**src/hw/fpac_pkg.sv**
```systemverilog
// ====================
// flash access control constants
package fpac_pkg;

  // ====================
  // register map (byte addresses)
  localparam int unsigned ADDR_W       = 8;
  localparam logic [7:0]  ADDR_CSR     = 8'h00;
  localparam logic [7:0]  ADDR_OPTION  = 8'h04;
  localparam logic [7:0]  ADDR_TARGET  = 8'h08;
  localparam logic [7:0]  ADDR_LATCH   = 8'h0c;
  localparam logic [7:0]  ADDR_STATUS  = 8'h10;
  localparam logic [7:0]  ADDR_LINKCTL = 8'h14;

  // ====================
  // control/status register
  localparam logic [7:0]  CSR_RESET = 8'h00;
  localparam int unsigned CSR_OPT   = 2;
  localparam int unsigned CSR_LAT   = 1;
  localparam int unsigned CSR_PGM   = 0;
  localparam logic [7:0]  KEY_FIRST  = 8'h56;
  localparam logic [7:0]  KEY_SECOND = 8'hae;

  // ====================
  // option, target, latch, status and link fields
  localparam int unsigned OPT_ROP    = 0;
  localparam int unsigned OPT_WP     = 1;
  localparam int unsigned TGT_ROW_LSB = 0;
  localparam int unsigned TGT_REG_LSB = 8;
  localparam int unsigned TGT_ERASE  = 12;
  localparam int unsigned LAT_DAT_LSB = 0;
  localparam int unsigned LAT_IDX_LSB = 8;
  localparam int unsigned ST_REFUSED = 0;
  localparam int unsigned ST_BUSY    = 1;
  localparam int unsigned ST_ICC     = 2;
  localparam int unsigned ST_RC      = 3;
  localparam int unsigned ST_SOCKET  = 4;
  localparam int unsigned ST_IAP     = 5;
  localparam int unsigned ST_KEYOPEN = 6;
  localparam int unsigned ST_ROP     = 7;
  localparam int unsigned ST_WP      = 8;
  localparam int unsigned LNK_OUT    = 0;
  localparam int unsigned LNK_OE     = 1;

  // ====================
  // latch buffer and entry sequence
  localparam int unsigned LATCH_DEPTH = 32;
  localparam int unsigned IDX_W       = 5;
  localparam logic [4:0]  IDX_LAST    = 5'h1f;
  localparam logic [5:0]  PULSES_RC   = 6'h26;  // 38 pulses
  localparam logic [5:0]  PULSES_TOOL = 6'h23;  // 35 pulses
  localparam logic [5:0]  PULSES_MAX  = 6'h3f;
  localparam logic [2:0]  BIT_LAST    = 3'h7;

  // ====================
  // types
  typedef enum logic [1:0] {
    REG_SECT0  = 2'h0,
    REG_SECT1  = 2'h1,
    REG_OPTROW = 2'h2,
    REG_EEPROM = 2'h3
  } fpac_region_type;

  typedef enum logic [1:0] {
    KEY_LOCKED = 2'h0,
    KEY_HALF   = 2'h1,
    KEY_OPEN   = 2'h2
  } fpac_key_type;

  typedef enum logic [5:0] {
    SQ_IDLE  = 6'h01,
    SQ_SCAN  = 6'h02,
    SQ_ISSUE = 6'h04,
    SQ_WAIT  = 6'h08,
    SQ_ERASE = 6'h10,
    SQ_MASS  = 6'h20
  } fpac_seq_type;

endpackage

```
**src/hw/fpac_flash_ctrl.sv**
```systemverilog
// The implementer's own choices: the register offsets and the APB register port.
`timescale 1ns/1ps
// ====================
// Summary of operation
// - program single byte or up to 32 latched
// - erase one sector, others untouched
// - socket/board modes: sectors 0,1, options, eeprom
// - application mode never alters sector 0
// - link mode boots from system memory vector
// - link data bytes are stored into ram
// - 38 pulses force rc clock, 35 tool clock
// - any reset returns link clock to pull-up input
// - readout protection blocks extraction and writes
// - removing readout protection erases both memories
// - readout protection follows its option bit
// - readout and write protection act independently
// - write protection is permanent, covers sectors 0 and 1 only
// - control register resets zero, three low bits
// - unlock keys are 56h then aeh
module fpac_flash_ctrl
(
  // apb slave
  input  wire logic        pclk,
  input  wire logic        presetn,
  input  wire logic        psel,
  input  wire logic        penable,
  input  wire logic        pwrite,
  input  wire logic [7:0]  paddr,
  input  wire logic [31:0] pwdata,
  output logic      [31:0] prdata,
  output logic             pready,
  output logic             pslverr,
  // programming link pins
  input  wire logic        prog_reset_pin_n,
  input  wire logic        prog_link_clock_pin_i,
  output logic             prog_link_clock_pin_o,
  output logic             prog_link_clock_pin_oe,
  output logic             prog_link_clock_pullup_en,
  input  wire logic        prog_link_data_pin,
  input  wire logic        tool_socket_sel,
  // clocking and boot
  output logic             system_vector_sel,
  output logic             rc_clock_force,
  output logic             external_clock_input_sel,
  output logic             readout_block,
  // ram download
  output logic             ram_wr_stb,
  output logic      [7:0]  ram_wr_addr,
  output logic      [7:0]  ram_wr_data,
  // flash array
  output logic             flash_wr_stb,
  output logic             flash_erase_stb,
  output logic             flash_mass_erase_stb,
  output logic      [1:0]  flash_region,
  output logic      [7:0]  flash_row,
  output logic      [4:0]  flash_idx,
  output logic      [7:0]  flash_wdata,
  input  wire logic        flash_done
);

  typedef struct packed {
    logic [1:0]                rst_s;
    logic [1:0]                clk_s;
    logic [1:0]                dat_s;
    logic [1:0]                sock_s;
    logic                      clk_d;
    logic                      rst_d;
    logic [5:0]                pulse_cnt;
    logic                      board_serial_prog_link;
    logic                      rc_force;
    logic                      socket;
    logic                      option_row_select;
    logic                      lat;
    logic                      program_start;
    fpac_pkg::fpac_key_type    key_st;
    logic                      rop;
    logic                      wp;
    logic [7:0]                row;
    fpac_pkg::fpac_region_type region;
    logic                      erase;
    logic [31:0]               mask;
    logic [4:0]                idx;
    fpac_pkg::fpac_seq_type    seq;
    logic                      refused;
    logic                      lnk_o;
    logic                      lnk_oe;
    logic [7:0]                shift;
    logic [2:0]                bitcnt;
    logic                      ram_stb;
    logic [7:0]                ram_addr;
    logic [7:0]                ram_data;
    logic                      fl_wr;
    logic                      fl_er;
    logic                      fl_mass;
    logic [31:0]               rdata;
  } fpac_state_type;

  localparam fpac_state_type RESET_STATE = '{
    key_st  : fpac_pkg::KEY_LOCKED,
    region  : fpac_pkg::REG_SECT0,
    seq     : fpac_pkg::SQ_IDLE,
    rst_s   : '1, rst_d : 1'b1, clk_s : '1, clk_d : 1'b1,
    default : '0
  };

  fpac_state_type r;
  fpac_state_type n;

  logic       link_rise;
  logic       rst_rise;
  logic       wr_acc;
  logic       rd_setup;
  logic       addr_hit;
  logic       iap_mode;
  logic       mem_we;
  logic [7:0] mem_rdata;
  logic [7:0] wbyte;

  // ====================
  // write permission per region, mode and protection
  function automatic logic may_alter(
    input fpac_pkg::fpac_region_type reg_sel,
    input logic                      application_driven_programming,
    input logic                      rop,
    input logic                      wp
  );
    logic ok;
    ok = 1'b1;
    if (application_driven_programming && (reg_sel == fpac_pkg::REG_SECT0 || reg_sel == fpac_pkg::REG_OPTROW))
    begin
      ok = 1'b0;
    end
    if (rop && reg_sel != fpac_pkg::REG_OPTROW)
    begin
      ok = 1'b0;
    end
    if (wp && (reg_sel == fpac_pkg::REG_SECT0 || reg_sel == fpac_pkg::REG_SECT1))
    begin
      ok = 1'b0;
    end
    may_alter = ok;
  endfunction

  // ====================
  // decode and edge detection
  assign link_rise = r.clk_s[1] & ~r.clk_d;
  assign rst_rise  = r.rst_s[1] & ~r.rst_d;
  assign wr_acc    = psel & penable & pwrite;
  assign rd_setup  = psel & ~penable & ~pwrite;
  assign iap_mode  = ~r.board_serial_prog_link & ~r.socket;
  assign wbyte     = pwdata[7:0];
  assign addr_hit  = (paddr == fpac_pkg::ADDR_CSR) || (paddr == fpac_pkg::ADDR_OPTION) ||
                     (paddr == fpac_pkg::ADDR_TARGET) || (paddr == fpac_pkg::ADDR_LATCH) ||
                     (paddr == fpac_pkg::ADDR_STATUS) || (paddr == fpac_pkg::ADDR_LINKCTL);
  // latches take data only in write mode and never mid-cycle
  assign mem_we    = wr_acc & (paddr == fpac_pkg::ADDR_LATCH) & r.lat & ~r.program_start;

  fpac_latch_mem u_latch
  (
    .pclk  (pclk),
    .we    (mem_we),
    .waddr (pwdata[fpac_pkg::LAT_IDX_LSB +: fpac_pkg::IDX_W]),
    .wdata (pwdata[fpac_pkg::LAT_DAT_LSB +: 8]),
    .raddr (r.idx),
    .rdata (mem_rdata)
  );

  // ====================
  // next state
  always_comb
  begin
    n         = r;
    n.fl_wr   = 1'b0;
    n.fl_er   = 1'b0;
    n.fl_mass = 1'b0;
    n.ram_stb = 1'b0;

    // pins pass two flops before any use
    n.rst_s  = {r.rst_s[0], prog_reset_pin_n};
    n.clk_s  = {r.clk_s[0], prog_link_clock_pin_i};
    n.dat_s  = {r.dat_s[0], prog_link_data_pin};
    n.sock_s = {r.sock_s[0], tool_socket_sel};
    n.clk_d  = r.clk_s[1];
    n.rst_d  = r.rst_s[1];

    // entry: count link clock pulses while the tool holds reset low
    if (!r.rst_s[1])
    begin
      n.lnk_oe   = 1'b0;
      n.lnk_o    = 1'b0;
      n.board_serial_prog_link      = 1'b0;
      n.rc_force = 1'b0;
      if (link_rise && r.pulse_cnt != fpac_pkg::PULSES_MAX)
      begin
        n.pulse_cnt = r.pulse_cnt + 6'h01;
      end
    end
    if (rst_rise)
    begin
      n.socket    = r.sock_s[1];
      n.pulse_cnt = '0;
      n.bitcnt    = '0;
      n.ram_addr  = '0;
      if (r.pulse_cnt == fpac_pkg::PULSES_RC)
      begin
        n.board_serial_prog_link      = 1'b1;
        n.rc_force = 1'b1;
      end
      else if (r.pulse_cnt == fpac_pkg::PULSES_TOOL)
      begin
        n.board_serial_prog_link = 1'b1;
      end
    end

    // serial download: msb first, one byte per eight clocks
    if (r.board_serial_prog_link && r.rst_s[1] && link_rise)
    begin
      n.shift  = {r.shift[6:0], r.dat_s[1]};
      n.bitcnt = r.bitcnt + 3'h1;
      if (r.bitcnt == fpac_pkg::BIT_LAST)
      begin
        n.ram_stb  = 1'b1;
        n.ram_data = {r.shift[6:0], r.dat_s[1]};
      end
    end
    if (r.ram_stb)
    begin
      n.ram_addr = r.ram_addr + 8'h01;
    end

    // register writes
    if (wr_acc)
    begin
      case (paddr)
        fpac_pkg::ADDR_CSR:
        begin
          if (r.key_st == fpac_pkg::KEY_OPEN && !r.program_start)
          begin
            n.option_row_select    = wbyte[fpac_pkg::CSR_OPT];
            n.lat    = wbyte[fpac_pkg::CSR_LAT];
            n.program_start    = wbyte[fpac_pkg::CSR_PGM] & wbyte[fpac_pkg::CSR_LAT];
            n.key_st = fpac_pkg::KEY_LOCKED;
            if (!wbyte[fpac_pkg::CSR_LAT])
            begin
              n.mask = '0;  // dropping write mode empties the latches
            end
          end
          else if (wbyte == fpac_pkg::KEY_FIRST)
          begin
            n.key_st = fpac_pkg::KEY_HALF;
          end
          else if (wbyte == fpac_pkg::KEY_SECOND && r.key_st == fpac_pkg::KEY_HALF)
          begin
            n.key_st = fpac_pkg::KEY_OPEN;
          end
          else
          begin
            n.key_st = fpac_pkg::KEY_LOCKED;
            n.option_row_select    = wbyte[fpac_pkg::CSR_OPT];
          end
        end
        fpac_pkg::ADDR_OPTION:
        begin
          // option row changes follow the same mode gate
          if (!may_alter(fpac_pkg::REG_OPTROW, iap_mode, r.rop, r.wp) ||
              r.seq != fpac_pkg::SQ_IDLE)
          begin
            n.refused = 1'b1;
          end
          else
          begin
            if (pwdata[fpac_pkg::OPT_WP])
            begin
              n.wp = 1'b1;
            end
            if (pwdata[fpac_pkg::OPT_ROP])
            begin
              n.rop = 1'b1;
            end
            else if (r.rop)
            begin
              n.seq     = fpac_pkg::SQ_MASS;
              n.fl_mass = 1'b1;
            end
          end
        end
        fpac_pkg::ADDR_TARGET:
        begin
          if (!r.program_start)
          begin
            n.row    = pwdata[fpac_pkg::TGT_ROW_LSB +: 8];
            n.region = fpac_pkg::fpac_region_type'(pwdata[fpac_pkg::TGT_REG_LSB +: 2]);
            n.erase  = pwdata[fpac_pkg::TGT_ERASE];
          end
        end
        fpac_pkg::ADDR_LATCH:
        begin
          if (mem_we)
          begin
            n.mask[pwdata[fpac_pkg::LAT_IDX_LSB +: fpac_pkg::IDX_W]] = 1'b1;
          end
        end
        fpac_pkg::ADDR_STATUS:
        begin
          if (pwdata[fpac_pkg::ST_REFUSED])
          begin
            n.refused = 1'b0;
          end
        end
        fpac_pkg::ADDR_LINKCTL:
        begin
          n.lnk_o  = pwdata[fpac_pkg::LNK_OUT];
          n.lnk_oe = pwdata[fpac_pkg::LNK_OE] & r.rst_s[1];
        end
        default:
        begin
          n.refused = n.refused;
        end
      endcase
    end

    // sequencer
    case (r.seq)
      fpac_pkg::SQ_IDLE:
      begin
        if (r.program_start)
        begin
          if (!may_alter(r.option_row_select ? fpac_pkg::REG_OPTROW : r.region, iap_mode, r.rop, r.wp))
          begin
            n.refused = 1'b1;
            n.program_start     = 1'b0;
            n.lat     = 1'b0;
            n.mask    = '0;
          end
          else if (r.erase)
          begin
            n.seq   = fpac_pkg::SQ_ERASE;
            n.fl_er = 1'b1;
          end
          else
          begin
            n.seq = fpac_pkg::SQ_SCAN;
            n.idx = '0;
          end
        end
      end
      fpac_pkg::SQ_SCAN:
      begin
        // empty latch slots are skipped, so one byte or up to 32
        if (r.mask[r.idx])
        begin
          n.seq = fpac_pkg::SQ_ISSUE;
        end
        else if (r.idx == fpac_pkg::IDX_LAST)
        begin
          n.seq  = fpac_pkg::SQ_IDLE;
          n.program_start  = 1'b0;
          n.lat  = 1'b0;
          n.mask = '0;
        end
        else
        begin
          n.idx = r.idx + 5'h01;
        end
      end
      fpac_pkg::SQ_ISSUE:
      begin
        n.fl_wr = 1'b1;
        n.seq   = fpac_pkg::SQ_WAIT;
      end
      fpac_pkg::SQ_WAIT:
      begin
        if (flash_done)
        begin
          n.mask[r.idx] = 1'b0;
          n.seq         = fpac_pkg::SQ_SCAN;
        end
      end
      fpac_pkg::SQ_ERASE:
      begin
        if (flash_done)
        begin
          n.seq  = fpac_pkg::SQ_IDLE;
          n.program_start  = 1'b0;
          n.lat  = 1'b0;
          n.mask = '0;
        end
      end
      fpac_pkg::SQ_MASS:
      begin
        // protection only lifts once both memories are blank
        if (flash_done)
        begin
          n.seq = fpac_pkg::SQ_IDLE;
          n.rop = 1'b0;
        end
      end
      default:
      begin
        n.seq = fpac_pkg::SQ_IDLE;
      end
    endcase

    // read data captured in setup, presented in access
    n.rdata = '0;
    if (rd_setup)
    begin
      case (paddr)
        fpac_pkg::ADDR_CSR:
        begin
          n.rdata[fpac_pkg::CSR_OPT] = r.option_row_select;
          n.rdata[fpac_pkg::CSR_LAT] = r.lat;
          n.rdata[fpac_pkg::CSR_PGM] = r.program_start;
        end
        fpac_pkg::ADDR_OPTION:
        begin
          n.rdata[fpac_pkg::OPT_ROP] = r.rop;
          n.rdata[fpac_pkg::OPT_WP]  = r.wp;
        end
        fpac_pkg::ADDR_TARGET:
        begin
          n.rdata[fpac_pkg::TGT_ROW_LSB +: 8] = r.row;
          n.rdata[fpac_pkg::TGT_REG_LSB +: 2] = r.region;
          n.rdata[fpac_pkg::TGT_ERASE]        = r.erase;
        end
        fpac_pkg::ADDR_STATUS:
        begin
          n.rdata[fpac_pkg::ST_REFUSED] = r.refused;
          n.rdata[fpac_pkg::ST_BUSY]    = (r.seq != fpac_pkg::SQ_IDLE);
          n.rdata[fpac_pkg::ST_ICC]     = r.board_serial_prog_link;
          n.rdata[fpac_pkg::ST_RC]      = r.rc_force;
          n.rdata[fpac_pkg::ST_SOCKET]  = r.socket;
          n.rdata[fpac_pkg::ST_IAP]     = iap_mode;
          n.rdata[fpac_pkg::ST_KEYOPEN] = (r.key_st == fpac_pkg::KEY_OPEN);
          n.rdata[fpac_pkg::ST_ROP]     = r.rop;
          n.rdata[fpac_pkg::ST_WP]      = r.wp;
        end
        fpac_pkg::ADDR_LINKCTL:
        begin
          n.rdata[fpac_pkg::LNK_OUT] = r.lnk_o;
          n.rdata[fpac_pkg::LNK_OE]  = r.lnk_oe;
        end
        default:
        begin
          n.rdata = '0;  // latches are write only
        end
      endcase
    end
  end

  // ====================
  // state register
  always_ff @(posedge pclk or negedge presetn)
  begin
    if (!presetn)
    begin
      r <= RESET_STATE;
    end
    else
    begin
      r <= n;
    end
  end

  // ====================
  // outputs
  assign prdata                    = r.rdata;
  assign pready                    = 1'b1;
  assign pslverr                   = psel & penable & ~addr_hit;
  assign prog_link_clock_pin_o     = r.lnk_o;
  assign prog_link_clock_pin_oe    = r.lnk_oe;
  assign prog_link_clock_pullup_en = ~r.lnk_oe;
  assign system_vector_sel         = r.board_serial_prog_link;
  assign rc_clock_force            = r.rc_force;
  assign external_clock_input_sel  = r.board_serial_prog_link & ~r.rc_force;
  assign readout_block             = r.rop;
  assign ram_wr_stb                = r.ram_stb;
  assign ram_wr_addr               = r.ram_addr;
  assign ram_wr_data               = r.ram_data;
  assign flash_wr_stb              = r.fl_wr;
  assign flash_erase_stb           = r.fl_er;
  assign flash_mass_erase_stb      = r.fl_mass;
  assign flash_region              = r.option_row_select ? fpac_pkg::REG_OPTROW : r.region;
  assign flash_row                 = r.row;
  assign flash_idx                 = r.idx;
  assign flash_wdata               = mem_rdata;

endmodule

```
**src/hw/fpac_latch_mem.sv**
```systemverilog
`timescale 1ns/1ps
// ====================
// 32-byte write latch buffer, registered read
module fpac_latch_mem
(
  // clock
  input  wire logic       pclk,
  // write port
  input  wire logic       we,
  input  wire logic [4:0] waddr,
  input  wire logic [7:0] wdata,
  // read port
  input  wire logic [4:0] raddr,
  output logic      [7:0] rdata
);

  logic [7:0] mem [fpac_pkg::LATCH_DEPTH];

  // no reset: content is qualified by the valid mask upstream
  always_ff @(posedge pclk)
  begin
    if (we)
    begin
      mem[waddr] <= wdata;
    end
    rdata <= mem[raddr];
  end

endmodule

```
**config.mk**
```make
export PLATFORM = sky130hd
export DESIGN_NAME = fpac_flash_ctrl
export DESIGN_NICKNAME = d
export VERILOG_FILES = /design/src/hw/fpac_pkg.sv /design/src/hw/fpac_flash_ctrl.sv /design/src/hw/fpac_latch_mem.sv
export SDC_FILE = /design/constraint.sdc
export NUM_CORES = 1
export LEC_CHECK = 0
export BUFFER_PORTS_ARGS = -buffer_cell sky130_fd_sc_hd__clkbuf_2
export CAP_MARGIN = 10
export CORE_MARGIN = 5
export CORE_UTILIZATION = 37
export DETAILED_ROUTE_END_ITERATION = 12
export SLEW_MARGIN = 20
export SYNTH_ARGS = -nofsm -noshare
export SYNTH_HDL_FRONTEND = slang
export SYNTH_SLANG_ARGS = --single-unit
export TNS_END_PERCENT = 30
```
**constraint.sdc**
```tcl
create_clock -name pclk -period 2.74 [get_ports pclk]
set_input_delay 0 -clock pclk [delete_from_list [all_inputs] [get_ports pclk]]
set_output_delay 0 -clock pclk [all_outputs]
set_load 0.03 [all_outputs]
```
==> run summary <==
Num CTS Buffers = 41
status = finished, final reports clean
Starting DRT DRC Count = 759
Area contributors post-synth = edfxtp_1, dfrtp_1, mux4_2, buf_4, a22oi_1
Layout Cell Area excl Fill = 19480 sq um
clk_lat worst skew = 0.55 ns
setup tns final = 0 ns
first-pass GRT wire length = 62930 microns
Max VDD drop = 0.4401 mV
CTS sink cnt = 388
Worst Path Max Fanout = 34
Post-synth EDFFs = 256
post-route ant nets = 0
Antenna diodes = 0
Finished Layout Cells = 1888
clock root cell = clkbuf_16
Worst-path clk slew = 0.06 ns
H-tree depth = 2
Max Slew Vio Count = 0
dpl hpwl = 26430 microns
fin crit period = 2.587 ns
pre-CTS setup slack = 0.1730 ns
number of fillers in the final layout = 3920
LEAKAGE = 0.007270 uW
I/O Buffers = 92
Hold Path Class = in -> reg
Area growth syn-to-layout = 17.67%
power density over cell area = 675.0 nW/um^2
Syn Area/Cell = 14.76 sq um
Critical Path Start Type = flip-flop
Critical Path AT = 3.05 ns
worst hold margin = 0.004813 ns
GPL Wtd Cong = 0.8433
Final nets = 1324
Async SR Flop Fraction = 0.3196
unrepaired setup endpoints after global routing = false
Vias = 10176
core area = 44220 sq um
Final Skew = 0.02592 ns
R2R Setup Slk = 0.15 ns
num rows = 77
vias in the first global route = 10344
Max Cap Viol = 0
CTS tree = yes
most common cell in the synthesized netlist = edfxtp_1
DR pass1 iterations = 5
DRC viols = 0
Die Wd = 221.6 microns
PnR worst setup slack = 0.1533 ns
Rel. slew slack = 0.4583
Worst-Margin Slew = 0.8012 ns
Critical Path RT = 3.21 ns
placed instance area = 17840 sq um
Die H = 221.6 microns
synthesized netlist cell count = 1122
final hold vios = 0
Initial Util = 0.3745
WS Path Type = reg -> reg
CTS max path bufs = 3
antenna violations before repair = 0
routed len/inst = 21.44 microns
synth warn = 0
post-synthesis cell type count = 65
Setup crit end kind = flip-flop
cell total after placement = 1792
final wirelength = 40470 microns
top-area cell type share of the netlist area = 0.4642
dominant cell type by area after synthesis = edfxtp_1
Total Routing Usage GR = 0.1619
via/cell ratio = 5.390
Boundary Pins = 134
Die ar. = 49090 sq um
Seq cells post-synth = 388
Tcrit/Tclk final = 0.9440
GRT Residual Overflow = 0
Most used DFF post-synth = edfxtp_1
commonest cells in the synthesized netlist = edfxtp_1, dfrtp_1, nand2_1
post_cts resized = 0
fmax = 386.6 MHz
synthesized area = 16560 sq um
Finish-stage setup viols = 0
largest net degree at the start of global routing = 125
share of layout cells above drive strength 1 = 0.2801
Seq/Total Area, Yosys = 0.6618
-- repair_timing --
action / in CTS / in global routing
endpoints found under the hold margin: 205 / 0
buffers inserted: 0 / 0
hold buffers: 21 / 0
-- report_power, final --
group          internal (uW)  switching [uW]  leakage, uW
Clock                   3510            2290     0.000701
Sequential              6300            49.0      0.00405
Combinational            354             655      0.00252
-- worst paths after layout --
| kind | from | to | cells after the start |
|---|---|---|---|
| setup / recovery | flash_idx[1]$_DFFE_PN0P_ | r[96]$_DFF_PN0_ | 7 |
| setup reg to reg | flash_idx[1]$_DFFE_PN0P_ | r[96]$_DFF_PN0_ | 7 |
| hold / removal | pwdata[4] | u_latch.mem[16][4]$_DFFE_PP_ | 2 |
| min in group asynchronous | presetn | r[141]$_DFF_PN0_ | 3 |
| max in group asynchronous | presetn | flash_idx[1]$_DFFE_PN0P_ | 3 |
| hold reg to reg | n[141]$_DFF_PN0_ | r[141]$_DFF_PN0_ | 0 |
-- routing by layer --
layer  part of all wire  GRT usage  routed length [microns]
met1               0.42     0.2210                    16980
met2               0.49     0.2680                    19910
met3              0.069    0.03403                     2812
met4              0.019    0.04017                      772
met5                  0          0                        0
-- cells by family after synthesis --
family | synth area share
xor gates and xnor gates | 0.002644
muxes | 0.1165
adders and majority gates | 0.007556
DFF | 0.6618
other | 0.0004535
buffers and inverters | 0.04541
and+or+nand+nor | 0.08485
AOI/OAI and AO/OA | 0.08077
-- critical path: stages (launching register included) --
cell     delay (ns)
dfrtp_4        0.62
mux2i_1        0.17
and3_1         0.17
o41ai_1        0.43
nand4_1        0.39
a31o_2         0.40
buf_12         0.18
a21oi_1        0.15
-- placed cells by master (no fill, tap or decap), types with 4 or more instances in the layout --
| master | n |
|---|---|
| a21oi_1 | 44 |
| a22oi_1 | 55 |
| a32oi_1 | 17 |
| and2_1 | 5 |
| and3_1 | 15 |
| buf_12 | 5 |
| buf_4 | 81 |
| bufinv_16 | 4 |
| clkbuf_1 | 6 |
| clkbuf_16 | 43 |
| clkbuf_2 | 91 |
| clkbuf_8 | 9 |
| clkinv_1 | 6 |
| conb_1 | 22 |
| dfrtp_1 | 115 |
| dfstp_2 | 7 |
| dfxtp_1 | 8 |
| dlygate4sd3_1 | 21 |
| edfxtp_1 | 256 |
| ha_1 | 10 |
| inv_1 | 13 |
| mux2_2 | 26 |
| mux2i_1 | 15 |
| mux4_2 | 66 |
| nand2_1 | 75 |
| nand2b_1 | 8 |
| nand3_1 | 20 |
| nand4_1 | 14 |
| nor2_1 | 70 |
| nor2b_1 | 8 |
| nor3_1 | 12 |
| nor3b_1 | 5 |
| o211ai_1 | 6 |
| o21ai_0 | 54 |
| or2_2 | 7 |
| or3_1 | 4 |
| or3b_2 | 6 |
| xor2_1 | 5 |
-- metrics by stage --
step,utilization,total power [uW]
5_1_grt,0.4406,13610
2_1_floorplan,-,7092
3_3_place_gp,0.4035,7430
6_report,0.4406,13150
4_1_cts,0.4406,13250
3_5_place_dp,0.4035,7449
-- layout make-up --
class	count	area (sq um)	area share
tap	592	740.7	0.03801
clock buffer	59	1230	0.06312
multi-input combinational	622	4923	0.2527
timing repair buffer	198	1374	0.07051
inverter	13	48.80	0.002504
clock inverter	16	201.4	0.01034
sequential	388	10970	0.5628
-- registers in the layout (all words and copies together) (netlist names) --
register,flops
prdata,11
n,6
flash_erase_stb,1
readout_block,1
ram_wr_addr,8
prog_link_clock_pin_oe,1
flash_mass_erase_stb,1
r,69
u_latch.mem,256
flash_row,8
prog_link_clock_pin_o,1
flash_wr_stb,1
flash_idx,5
rc_clock_force,1
u_latch.rdata,8
ram_wr_data,8
system_vector_sel,1
ram_wr_stb,1
No activity file was read; power rests on OpenSTA's default activity.
